===== src/pkg/link_monitor_consts.svh =====
// Register offsets, field positions, reset values and timing counts of the link monitor.
// Assumes an 8-lane receiver split into two pages of four link lanes.
`ifndef LINK_MONITOR_CONSTS_SVH
`define LINK_MONITOR_CONSTS_SVH

`define ADDR_DISP_STATUS_CTRL   12'h46D
`define ADDR_NIT_STATUS_CTRL    12'h46E
`define ADDR_UCC_STATUS_CTRL    12'h46F
`define ADDR_CGS_FLAGS          12'h470
`define ADDR_FRAME_SYNC_FLAGS   12'h471
`define ADDR_CHECKSUM_FLAGS     12'h472
`define ADDR_ALIGN_FLAGS        12'h473
`define ADDR_THRESHOLD_MASK     12'h477
`define ADDR_IRQ_ENABLE_STATUS  12'h47A
`define ADDR_SYNC_REQUEST_MASK  12'h47B
`define ADDR_ERROR_THRESHOLD    12'h47C
`define ADDR_LINK_PAGE          12'h300
`define ADDR_PULSE_WIDTH        12'h312

`define BIT_LANE_IRQ_CLEAR      7
`define BIT_LANE_COUNT_INHIBIT  6
`define BIT_LANE_COUNTER_CLEAR  5
`define BIT_CGS_IRQ_CLEAR       7
`define BIT_LINK_PAGE           2
`define BIT_CHECKSUM_MODE       6
`define BIT_THRESHOLD_MASK_EN   3
`define LSB_PULSE_WIDTH         4
`define MSB_PULSE_WIDTH         5

`define THRESHOLD_RESET         8'hFF
`define COUNTER_MAX             8'hFF
`define PULSE_WIDTH_RESET       2'h0
`define DISPARITY_REINIT_COUNT  3'h4
`define REINIT_FRAMES           5
`define REINIT_OCTETS           9

`endif


===== src/pkg/link_monitor_pkg.sv =====
// Types shared by the link monitor logic.
// Assumes the constants header is included alongside.
package link_monitor_pkg;

    typedef struct packed {
        logic [7:0] disp;
        logic [7:0] table_miss_error;
        logic [7:0] ucc;
    } lane_errors_t;

    typedef struct packed {
        logic [7:0] cgs;
        logic [7:0] frame_sync;
        logic [7:0] align;
    } lane_status_t;

    typedef struct packed {
        logic [7:0] did;
        logic [7:0] bid;
        logic [7:0] scr;
        logic [7:0] l_m1;
        logic [7:0] f_m1;
        logic [7:0] k_m1;
        logic [7:0] m_m1;
        logic [7:0] n_m1;
        logic [7:0] subclass;
        logic [7:0] np_m1;
        logic [7:0] version;
        logic [7:0] s_m1;
        logic [7:0] hd;
        logic [103:0] packed_bytes;
    } link_params_t;

    typedef enum logic [2:0] {
        ST_RUN    = 3'b001,
        ST_RESYNC = 3'b010,
        ST_HOLD   = 3'b100
    } sync_state_t;

endpackage : link_monitor_pkg


===== src/logic/jesd_rx_error_link_monitor.sv =====
// Error monitor and link establishment status for an 8-lane receiver.
// Assumes lane decoders deliver per-character error strobes on sys_clk.
// Summary of operation
// - One shared threshold register serves all three error types.
// - Per-lane over-threshold status at three addresses, one per type.
// - Writes to the status registers are commands; reads return status.
// - Link page bit selects lanes 0-3 or 4-7 for per-lane access.
// - Bit 7 written one clears the addressed lane's interrupt.
// - Bit 6 written one stops counting for the addressed lane.
// - Bit 5 written one clears the addressed lane's counter.
// - Any error pulses sync output low for one cycle, or two cycles at pulse width setting 2.
// - Three enable bits gate over-threshold interrupts, status readable there.
// - Four cycles with an invalid disparity character reinitialize the link.
// - Reinitialization holds sync request for five frames plus nine octets.
// - Threshold mask bit arms reinit; unmasked counters then do not saturate.
// - Sync mask bits request resync when any lane's counter hits threshold.
// - Reinitialization clears counters but keeps pending interrupts.
// - Code group sync flag per lane after four K28.5 and sync.
// - Frame sync flag per lane after initial frame sync.
// - Checksum good when equal to low byte of field sum plus lane id.
// - Checksum mode bit selects packed byte sum plus lane id.
// - Lane alignment flag per lane after alignment sequence.
// - Four enable bits gate sync, frame, checksum, alignment failure interrupts.
// - Writes to status registers clear the respective failure interrupt, the CGS one only with bit 7 set.
// - Counters saturate at threshold by default.
`include "link_monitor_consts.svh"

module jesd_rx_error_link_monitor
    import link_monitor_pkg::*;
(
    // Clock and reset
    input  wire logic         sys_clk,
    input  wire logic         rstn,
    // Register port
    input  wire logic [11:0]  reg_addr,
    input  wire logic         reg_wr,
    input  wire logic         reg_rd,
    input  wire logic [7:0]   reg_wdata,
    output logic      [7:0]   reg_rdata,
    // Lane decoder events, one bit per logical lane; checksum and lane id one byte per lane, one set of link parameters
    input  wire lane_errors_t lane_err,
    input  wire logic [7:0]   bad_disparity_char,
    input  wire lane_status_t lane_stat,
    input  wire logic [63:0]  rx_checksum,
    input  wire logic [63:0]  rx_lane_id,
    input  wire link_params_t link_params,
    // Frame timing
    input  wire logic [3:0]   octets_per_frame,
    input  wire logic [2:0]   frames_per_parallel_cycle,
    // Sync request to the transmitter, low requests resync
    output logic              sync_request_out,
    output logic              link_reinit
);

    localparam int unsigned REINIT_LEN = 16;

    typedef struct packed {
        logic [7:0]            rdata;
        logic                  sync_out;
        logic                  reinit;
        sync_state_t           st;
        logic [REINIT_LEN-1:0] hold_cnt;
        logic [1:0]            pulse_cnt;
        logic [2:0]            disp_run;
        logic [7:0]            threshold;
        logic [7:0]            sync_mask;
        logic [7:0]            irq_en;
        logic                  link_page;
        logic                  chk_mode;
        logic                  thr_mask_en;
        logic [1:0]            pulse_sel;
        logic [2:0][7:0][7:0]  cnt;
        logic [2:0][7:0]       inhibit;
        logic [2:0][7:0]       lane_irq;
        logic [3:0]            fail_irq;
        logic [3:0][7:0]       flag_prev;
    } state_t;

    state_t r, nxt;

    function automatic logic [7:0] lane_view(input logic [7:0] v, input logic page);
        lane_view = page ? {4'h0, v[7:4]} : {4'h0, v[3:0]};
    endfunction : lane_view

    function automatic logic [2:0] logical_lane(input logic [2:0] a, input logic page);
        logical_lane = page ? 3'(a + 3'h4) : a;
    endfunction : logical_lane

    logic [7:0] chk_good;
    logic [7:0] field_sum;
    logic [7:0] packed_sum;

    always_comb
    begin
        field_sum  = link_params.did + link_params.bid + link_params.scr
                   + link_params.l_m1 + link_params.f_m1 + link_params.k_m1
                   + link_params.m_m1 + link_params.n_m1 + link_params.subclass
                   + link_params.np_m1 + link_params.version + link_params.s_m1
                   + link_params.hd;
        packed_sum = 8'h00;
        for (int b = 0; b < 13; b++)
        begin
            packed_sum = packed_sum + link_params.packed_bytes[b*8 +: 8];
        end
        for (int l = 0; l < 8; l++)
        begin
            chk_good[l] = rx_checksum[l*8 +: 8] ==
                (r.chk_mode ? 8'(packed_sum + rx_lane_id[l*8 +: 8])
                            : 8'(field_sum + rx_lane_id[l*8 +: 8]));
        end
    end

    logic [2:0][7:0] err_in;
    logic [2:0][7:0] at_thr;
    logic [2:0]      any_thr;
    logic [2:0]      type_irq;
    logic [3:0][7:0] flag_now;
    logic            any_err;
    logic            resync_thr;
    logic            disp_reinit;
    logic [2:0]      lane_sel;
    logic [2:0]      reg_type;
    logic            is_type_reg;

    always_comb
    begin
        err_in      = {lane_err.ucc, lane_err.table_miss_error, lane_err.disp};
        flag_now    = {lane_stat.align, chk_good, lane_stat.frame_sync, lane_stat.cgs};
        any_err     = |{lane_err.disp, lane_err.table_miss_error, lane_err.ucc};
        lane_sel    = logical_lane(reg_wdata[2:0], r.link_page);
        is_type_reg = reg_wr && (reg_addr >= `ADDR_DISP_STATUS_CTRL)
                             && (reg_addr <= `ADDR_UCC_STATUS_CTRL);
        reg_type    = 3'h0;
        if (is_type_reg)
        begin
            reg_type[2'(reg_addr - `ADDR_DISP_STATUS_CTRL)] = 1'b1;
        end
        for (int t = 0; t < 3; t++)
        begin
            for (int l = 0; l < 8; l++)
            begin
                at_thr[t][l] = r.cnt[t][l] >= r.threshold;
            end
            any_thr[t]  = |at_thr[t];
            type_irq[t] = |r.lane_irq[t];
        end
        resync_thr  = r.thr_mask_en &&
                      |(any_thr & {r.sync_mask[5], r.sync_mask[6], r.sync_mask[7]});
        disp_reinit = |bad_disparity_char && (r.disp_run == `DISPARITY_REINIT_COUNT - 3'h1);

        nxt        = r;
        nxt.reinit = 1'b0;

        // Counters, interrupts and command writes.
        for (int t = 0; t < 3; t++)
        begin
            for (int l = 0; l < 8; l++)
            begin
                if (err_in[t][l] && !r.inhibit[t][l])
                begin
                    if (r.thr_mask_en && r.sync_mask[7-t])
                    begin
                        nxt.cnt[t][l] = 8'(r.cnt[t][l] + 8'h01);
                    end
                    else if (r.cnt[t][l] < r.threshold && r.cnt[t][l] != `COUNTER_MAX)
                    begin
                        nxt.cnt[t][l] = 8'(r.cnt[t][l] + 8'h01);
                    end
                end
                if (reg_type[t] && lane_sel == 3'(l))
                begin
                    if (reg_wdata[`BIT_LANE_COUNT_INHIBIT])
                    begin
                        nxt.inhibit[t][l] = 1'b1;
                    end
                    if (reg_wdata[`BIT_LANE_COUNTER_CLEAR])
                    begin
                        nxt.cnt[t][l] = 8'h00;
                    end
                    if (reg_wdata[`BIT_LANE_IRQ_CLEAR])
                    begin
                        nxt.lane_irq[t][l] = 1'b0;
                    end
                end
                if (at_thr[t][l] && r.irq_en[7-t])
                begin
                    nxt.lane_irq[t][l] = 1'b1;
                end
            end
        end

        // Failure interrupts on falling status flags; set wins over clear.
        nxt.flag_prev = flag_now;
        for (int f = 0; f < 4; f++)
        begin
            if (reg_wr && reg_addr == 12'(`ADDR_CGS_FLAGS + f)
                && (f != 0 || reg_wdata[`BIT_CGS_IRQ_CLEAR]))
            begin
                nxt.fail_irq[f] = 1'b0;
            end
            if (r.irq_en[f] && |(r.flag_prev[f] & ~flag_now[f]))
            begin
                nxt.fail_irq[f] = 1'b1;
            end
        end

        // Configuration registers.
        if (reg_wr)
        begin
            case (reg_addr)
                `ADDR_ERROR_THRESHOLD:   nxt.threshold = reg_wdata;
                `ADDR_SYNC_REQUEST_MASK: nxt.sync_mask = reg_wdata;
                `ADDR_IRQ_ENABLE_STATUS: nxt.irq_en    = reg_wdata;
                `ADDR_LINK_PAGE:
                begin
                    nxt.link_page = reg_wdata[`BIT_LINK_PAGE];
                    nxt.chk_mode  = reg_wdata[`BIT_CHECKSUM_MODE];
                end
                `ADDR_THRESHOLD_MASK:    nxt.thr_mask_en = reg_wdata[`BIT_THRESHOLD_MASK_EN];
                `ADDR_PULSE_WIDTH:
                    nxt.pulse_sel = reg_wdata[`MSB_PULSE_WIDTH:`LSB_PULSE_WIDTH];
                default: ;
            endcase
        end

        // Cycles with an invalid disparity character; clean cycles keep the count.
        if (|bad_disparity_char)
        begin
            nxt.disp_run = disp_reinit ? 3'h0 : 3'(r.disp_run + 3'h1);
        end

        // Sync output sequencing.
        case (r.st)
            ST_RUN:
            begin
                nxt.sync_out = 1'b1;
                if (disp_reinit || resync_thr)
                begin
                    nxt.st       = ST_RESYNC;
                    nxt.sync_out = 1'b0;
                    nxt.reinit   = 1'b1;
                    nxt.hold_cnt = REINIT_LEN'(`REINIT_FRAMES * octets_per_frame
                                 + `REINIT_OCTETS);
                    nxt.cnt      = '0;
                    nxt.disp_run = 3'h0;
                end
                else if (any_err)
                begin
                    nxt.st        = ST_HOLD;
                    nxt.sync_out  = 1'b0;
                    nxt.pulse_cnt = (r.pulse_sel == 2'h2) ? 2'h1 : 2'h0;
                end
            end
            ST_RESYNC:
            begin
                nxt.sync_out = 1'b0;
                nxt.hold_cnt = REINIT_LEN'(r.hold_cnt
                             - {13'h0, frames_per_parallel_cycle});
                if (r.hold_cnt <= {13'h0, frames_per_parallel_cycle})
                begin
                    nxt.st       = ST_RUN;
                    nxt.sync_out = 1'b1;
                end
            end
            ST_HOLD:
            begin
                nxt.pulse_cnt = 2'(r.pulse_cnt - 2'h1);
                if (r.pulse_cnt == 2'h0)
                begin
                    nxt.st       = ST_RUN;
                    nxt.sync_out = 1'b1;
                end
            end
            default:
            begin
                nxt.st       = ST_RUN;
                nxt.sync_out = 1'b1;
            end
        endcase

        // Read data: status at status addresses, enabled pending interrupts at ADDR_IRQ_ENABLE_STATUS, written fields at other configuration addresses.
        case (reg_addr)
            `ADDR_DISP_STATUS_CTRL:  nxt.rdata = lane_view(at_thr[0], r.link_page);
            `ADDR_NIT_STATUS_CTRL:   nxt.rdata = lane_view(at_thr[1], r.link_page);
            `ADDR_UCC_STATUS_CTRL:   nxt.rdata = lane_view(at_thr[2], r.link_page);
            `ADDR_CGS_FLAGS:         nxt.rdata = lane_view(flag_now[0], r.link_page);
            `ADDR_FRAME_SYNC_FLAGS:  nxt.rdata = lane_view(flag_now[1], r.link_page);
            `ADDR_CHECKSUM_FLAGS:    nxt.rdata = lane_view(flag_now[2], r.link_page);
            `ADDR_ALIGN_FLAGS:       nxt.rdata = lane_view(flag_now[3], r.link_page);
            `ADDR_IRQ_ENABLE_STATUS:
                nxt.rdata = r.irq_en & {type_irq[0], type_irq[1], type_irq[2],
                                        1'b0, r.fail_irq};
            `ADDR_SYNC_REQUEST_MASK: nxt.rdata = r.sync_mask;
            `ADDR_ERROR_THRESHOLD:   nxt.rdata = r.threshold;
            `ADDR_LINK_PAGE:
                nxt.rdata = {1'b0, r.chk_mode, 3'h0, r.link_page, 2'h0};
            `ADDR_THRESHOLD_MASK:    nxt.rdata = {4'h0, r.thr_mask_en, 3'h0};
            `ADDR_PULSE_WIDTH:       nxt.rdata = {2'h0, r.pulse_sel, 4'h0};
            default:                 nxt.rdata = 8'h00;
        endcase
        if (!reg_rd)
        begin
            nxt.rdata = r.rdata;
        end
    end

    always_ff @(posedge sys_clk)
    begin
        if (!rstn)
        begin
            r           <= '0;
            r.st        <= ST_RUN;
            r.sync_out  <= 1'b1;
            r.threshold <= `THRESHOLD_RESET;
            r.pulse_sel <= `PULSE_WIDTH_RESET;
            r.flag_prev <= '0;
        end
        else
        begin
            r <= nxt;
        end
    end

    always_comb
    begin
        reg_rdata        = r.rdata;
        sync_request_out = r.sync_out;
        link_reinit      = r.reinit;
    end

endmodule : jesd_rx_error_link_monitor


===== config.mk =====
export PLATFORM = sky130hd
export DESIGN_NAME = jesd_rx_error_link_monitor
export DESIGN_NICKNAME = d
export VERILOG_FILES = /design/src/pkg/link_monitor_pkg.sv /design/src/logic/jesd_rx_error_link_monitor.sv
export VERILOG_INCLUDE_DIRS = /design/src /design/src/pkg
export SDC_FILE = /design/constraint.sdc
export NUM_CORES = 1
export LEC_CHECK = 0
export BUFFER_PORTS_ARGS = -buffer_cell sky130_fd_sc_hd__buf_4
export CORE_MARGIN = 10
export CORE_UTILIZATION = 59
export CTS_BUF_LIST = sky130_fd_sc_hd__clkbuf_4
export CTS_CLUSTER_SIZE = 8
export DETAILED_ROUTE_END_ITERATION = 10
export MAX_ROUTING_LAYER = met4
export PLACE_DENSITY = 0.89
export SETUP_SLACK_MARGIN = 0.3
export SYNTH_ARGS = -nofsm -noshare
export SYNTH_HDL_FRONTEND = slang
export SYNTH_SLANG_ARGS = --single-unit
export TNS_END_PERCENT = 30

===== constraint.sdc =====
create_clock -name sys_clk -period 7.72 [get_ports sys_clk]
set_input_delay 0.386 -clock sys_clk [delete_from_list [all_inputs] [get_ports sys_clk]]
set_output_delay 0.386 -clock sys_clk [all_outputs]
set_load 0.02 [all_outputs]

== Yosys cells after proc, flatten, opt, wreduce, memory -nomap -nowiden ==
Index checks and enable logic that the tools add are counted.
Word-level totals
  bits in registers: 339
  input port bits: 423
  output and inout port bits: 10
Cells by class
  bitwise gates (word level): 10
  mux-type cells: 220
  eq/ne operators: 63
  reduce and logical (&&, ||, !) cells: 265
  $add $sub $neg: 70
  multiply operators: 1
  order comparisons: 53
Operator list (number)
  8-bit 2-to-1 mux: 128
  192-bit 2-to-1 mux: 2
  8-bit adder: 40
  8-bit by 1-bit adder with 8-bit output, second input constant: 24
  8-bit >= comparator: 24
  8-bit less-than comparator: 24
  8-bit inequality test, second input constant: 24
  12-bit by 11-bit equality test with 1-bit output, second input constant: 11
  1-bit logical AND: 113
  2-bit AND reduction: 56
  2-bit nonzero test: 54
  8-bit case mux with 13 select lines: 1
  8-bit OR reduction: 11
  8-bit equality test: 8
  1-bit 2-to-1 mux: 64
  8-bit AND: 5
  8-bit NOT: 4
  16-bit case mux with 2 select lines: 1
  3-bit 2-to-1 mux: 10
  4-bit 2-to-1 mux: 7
  12-bit by 10-bit equality test with 1-bit output, second input constant: 2
  1-bit zero test: 24
  24-bit OR reduction: 1
  16-bit by 3-bit <= comparator with 1-bit output: 1
  other kinds (28): 43

== Longest topological paths before layout ==
  word-level depth: 20
  gate-level depth with buffers: 29
  depth with buffers taken out: 29

== Worst setup path before layout ==
OpenSTA, ideal clock, no wires.
  kind: input to register
  start: in link_params[178] (netlist name)
  end: reg r[34] (netlist name)
  buffers on the path: 0
  required time: 7.603 ns
  slack: 1.134 ns
  stages: 25
  data arrival time: 6.469 ns
  library setup time: 0.117 ns
  path through: inv_1 > fa_1 > fa_1 > fa_1 > fa_1 > fa_1 > inv_1 > ha_1 > inv_1 > fa_1 > inv_1 > a21o_1 > a21oi_1 > xor2_1 > o21ai_0 > ha_1 > xor2_1 > a2111o_1 > o211ai_1 > nand3_1 > and3b_1 > mux2i_1 > a222oi_1 > and4_1 > o21ai_1
On the way
  word-level cells in the longest chain between the ends: 18
Ends and longest elaborated chain
  from (decl): line jesd_rx_error_link_monitor.sv:46  | input wire link_params_t link_params,
  8-bit adder * (3 in series): line jesd_rx_error_link_monitor.sv:96  | + link_params.l_m1 + link_params.f_m1 + link_params.k_m1
  8-bit adder * (3 in series): line jesd_rx_error_link_monitor.sv:97  | + link_params.m_m1 + link_params.n_m1 + link_params.subclass
  8-bit adder * (3 in series): line jesd_rx_error_link_monitor.sv:98  | + link_params.np_m1 + link_params.version + link_params.s_m1
  8-bit adder *: line jesd_rx_error_link_monitor.sv:99  | + link_params.hd;
  8-bit adder: line jesd_rx_error_link_monitor.sv:109  | : 8'(field_sum + rx_lane_id[l*8 +: 8]));
  8-bit 2-to-1 mux: line jesd_rx_error_link_monitor.sv:108  | (r.chk_mode ? 8'(packed_sum + rx_lane_id[l*8 +: 8])
  8-bit equality test: line jesd_rx_error_link_monitor.sv:107  | chk_good[l] = rx_checksum[l*8 +: 8] ==
  8-bit NOT *: line jesd_rx_error_link_monitor.sv:201  | if (r.irq_en[f] && |(r.flag_prev[f] & ~flag_now[f]))
  8-bit AND *: line jesd_rx_error_link_monitor.sv:201
  8-bit OR reduction *: line jesd_rx_error_link_monitor.sv:201
  1-bit logical AND *: line jesd_rx_error_link_monitor.sv:201
  1-bit 2-to-1 mux or 2-bit nonzero test (tied branches)
  to (signal assigned): line jesd_rx_error_link_monitor.sv:320  | r <= nxt;
  to (decl): line jesd_rx_error_link_monitor.sv:79  | state_t r, nxt;
Mark *: on every way between the ends. The rest lies on a longest branch, timed or not.
A chain may end at the register's enable or synchronous reset.

== Worst setup path after layout ==
  start: in link_params[26] (netlist name)
  end: reg r[34] (netlist name)
On the way
  word-level cells in the longest chain between the ends: 18
Ends and longest elaborated chain
  8-bit adder * (10 in series): line jesd_rx_error_link_monitor.sv:103  | packed_sum = packed_sum + link_params.packed_bytes[b*8 +: 8];
  8-bit adder: line jesd_rx_error_link_monitor.sv:108
  8-bit 2-to-1 mux: line jesd_rx_error_link_monitor.sv:108
  8-bit equality test: line jesd_rx_error_link_monitor.sv:107
  8-bit NOT *: line jesd_rx_error_link_monitor.sv:201
  8-bit AND *: line jesd_rx_error_link_monitor.sv:201
  8-bit OR reduction *: line jesd_rx_error_link_monitor.sv:201
  1-bit logical AND *: line jesd_rx_error_link_monitor.sv:201
  1-bit 2-to-1 mux or 2-bit nonzero test (tied branches)
Marked as above.

==> run_results.csv <==
group,metric,value,unit
finish,drive_gt1_share,18.38,%
cts,cts_buffers,88,
worst_setup_path,crit_type,"input port to flip-flop",
finish,multi_input_area,19440,µm²
cts,cts.reportedPaths.clkPinSlew,0.07,ns
synth,synthArstFlopShare,0,%
synth,synth_edf_count,0,
worst_setup_path,end_kind,"flip-flop",
floorplan,dieArea,55690,µm²
finish,final_design_area_no_fill,32690,µm²
floorplan,row_count,79,
sta,slew_violations,4,
detailed_routing,wirelength,93970,µm
worst_setup_path,crit_chain,"buf_4 > fa_1 > inv_1 > fa_1 > fa_1 > fa_1 > fa_1 > inv_1 > ha_1 > inv_1 > fa_1 > mux2i_1 > ha_1 > a21o_1 > a2111o_1 > o211ai_1 > nand3_1 > nor3_1 > mux2i_1 > a222oi_1 > and4_1 > o21ai_1",
sta,fin_crit_sh,91.24,%
synth,ys_types,79,
finish,stdcell_count,4304,
synth,synth_top_family_by_area,"adder cells",
placement,gp_congestion,1.053,
global_routing,grt_max_degree,81,
cts,cts_buffer_depth,3,
placement,pre_cts_ws,0.4737,ns
sta,worstMarginPinSlew,1.559,ns
sta,slew_headroom,-4.881,%
finish,final_common_cell,"buf_4",
synth,ys_warn_count,0,
floorplan,die_x,236.0,µm
worst_setup_path,cp_max_fo,8,
floorplan,core,46360,µm²
synth,synth.cell_area,27530,µm²
finish,syn_to_final_growth,18.78,%
worst_setup_path,arrival,7.69,ns
worst_setup_path,required,8.37,ns
placement,dp_cells,4109,
finish,n_fill_cell,3406,
finish,layout.area.seq,6768,µm²
synth,netlist_instances,3125,
global_routing,grt.total_usage,33.41,%
synth,syn_nets,4001,
worst_setup_path,cp_common_cell,"fa_1",
sta,max_freq,0.1420,GHz
synth,ys_seq_elements,338,
sta,min_period,7.044,ns
min_path,holdCritPathClass,"input port to flip-flop",
sta,rsz0062_at_grt,"no",
floorplan,start_util,59.37,%
detailed_routing,avgRoutedWirePerCell,21.83,µm
synth,synth_area_per_cell,8.808,µm²
synth,synthFlopType,"dfxtp_1",
outcome,outcome,"finished with violations",
detailed_routing,post_drt_via_cell_ratio,6.104,
floorplan,io_pins,433,
run,cap_violations,1,
sta,finalHoldViolations,0,
finish,layout_common_cells,"buf_4, dfxtp_1, nor2_1",
detailed_routing,via_count,26270,
global_routing,grt_pass1_wl,144400,µm
sta,setup_violations,0,
global_routing,gr-total-overflow,0,
cts,cts_sinks,338,
finish,fin_nets,4500,
worst_setup_path,slowest_stage,"mux2i_1",
synth,synth-simple-area-share,20.01,%
worst_setup_path,start_kind,"input port",
detailed_routing,drtIter0Drc,2268,
sta,fin_ws,0.6762,ns
sta,fin_skew,0.05615,ns
worst_setup_path,path_buf_inv,4,
placement,io_buffers,432,
global_routing,antenna_found_initial,8,
cts,cts_tree,"built",
synth,synth-adder-area-share,24.63,%
floorplan,die_y,236.0,µm
outcome,violations,"max-capacitance violations, max-slew violations",
synth,synth_seq_area_share,24.58,%
synth,synthXorXnorAreaFrac,10.34,%
detailed_routing,antenna_left,0,
synth,synth_compound_area_share,13.45,%
detailed_routing,drc,0,
synth,muxShareOfSynthArea,2.196,%
worst_setup_path,cpLargestDelayFamily,"adder cells",
cts,clockRootBuffer,"clkbuf_4",
global_routing,grt_pass1_vias,26330,
placement,place_area,31280,µm²
placement,dp_hpwl,72370,µm
sta,tns,0,ns
detailed_routing,dr.pass1.iters,9,
worst_setup_path,cpPeakStageDelay,0.94,ns
cts,htree_levels,3,
cts,worstSkewPairLatency,0.79,ns
==> final timing paths <==
kind | startpoint | end | slack (ns) | cells after the start
hold reg to reg | r[308]$_SDFFE_PN0P_ | r[308]$_SDFFE_PN0P_ | 0.46 | 1
setup / recovery | link_params[26] | r[34]$_SDFFE_PN0P_ | 0.68 | 22
setup reg to reg | r[298]$_SDFFE_PN1P_ | r[264]$_SDFF_PN0_ | 2.44 | 13
hold / removal | reg_addr[0] | r[279]$_SDFFE_PN0P_ | 0.05 | 4
==> logic make-up after synthesis <==
logic type | Yosys count
multiplexers | 54
XOR/XNOR | 325
adder cells (fa/ha/maj) | 453
flip-flops | 338
AND/OR/NAND/NOR | 1063
buffers and inverters | 324
AO/OA/AOI/OAI | 568
==> area by class of cell <==
type | count | share of cell area (%)
timing repair buffer | 479 | 11.24
multi-input combinational | 2463 | 59.45
clock buffer | 123 | 2.824
inverter | 254 | 2.920
clock inverter | 32 | 0.4746
antenna | 8 | 0.06123
sequential | 338 | 20.70
tap | 607 | 2.323
==> synthesized netlist by cell type (99+ instances only) <==
master   count  area share (%)
dfxtp_1    338              25
nor2_1     309             4.2
ha_1       305              14
inv_1      253             3.5
nand2_1    220             3.0
xnor2_1    206             6.6
a21oi_1    148             2.7
fa_1       148              11
a21o_1     121             3.3
xor2_1     119             3.8
nand3_1    117             2.1
o21ai_0    105             1.9
nand4_1     99             2.3
==> state kept, by name (all words and copies together) (netlist names) <==
name              cells
sync_request_out      1
reg_rdata             8
link_reinit           1
r                   328
==> stage by stage <==
step | util [%] | hold slack (ns)
finish | 70.52 | 0.05120
global route | 70.52 | 0.07312
CTS | 70.48 | 0.001236
detailed placement | 67.46 | 0.4275
global placement | 67.46 | 0.4284
floorplan | - | 0.4204
==> layer usage <==
metal / routed length (µm) / global-route usage, %
met1: 34060 / 37.59
met2: 42540 / 51.75
met5: 0 / -
met4: 6904 / 22.16
met3: 10470 / 8.856
==> worst register-to-register path, delay by kind of cell (launching register included) <==
family	cells	cell delay (ns)
AOI/OAI and AO/OA	5	2.17
and+or+nand+nor	5	1.39
DFF	1	0.31
adders and majority gates	1	0.30
buffers and inverters	2	1.02
==> timing repair <==
action / in CTS / in global routing
setup buffers: 0 / 0
resized for setup: 0 / 0
hold buffers: 32 / 0
hold endpoints to repair: 48 / 0
Power is not shown: default switching activity piles up to over one toggle a cycle in this logic, so the estimate is an artifact.
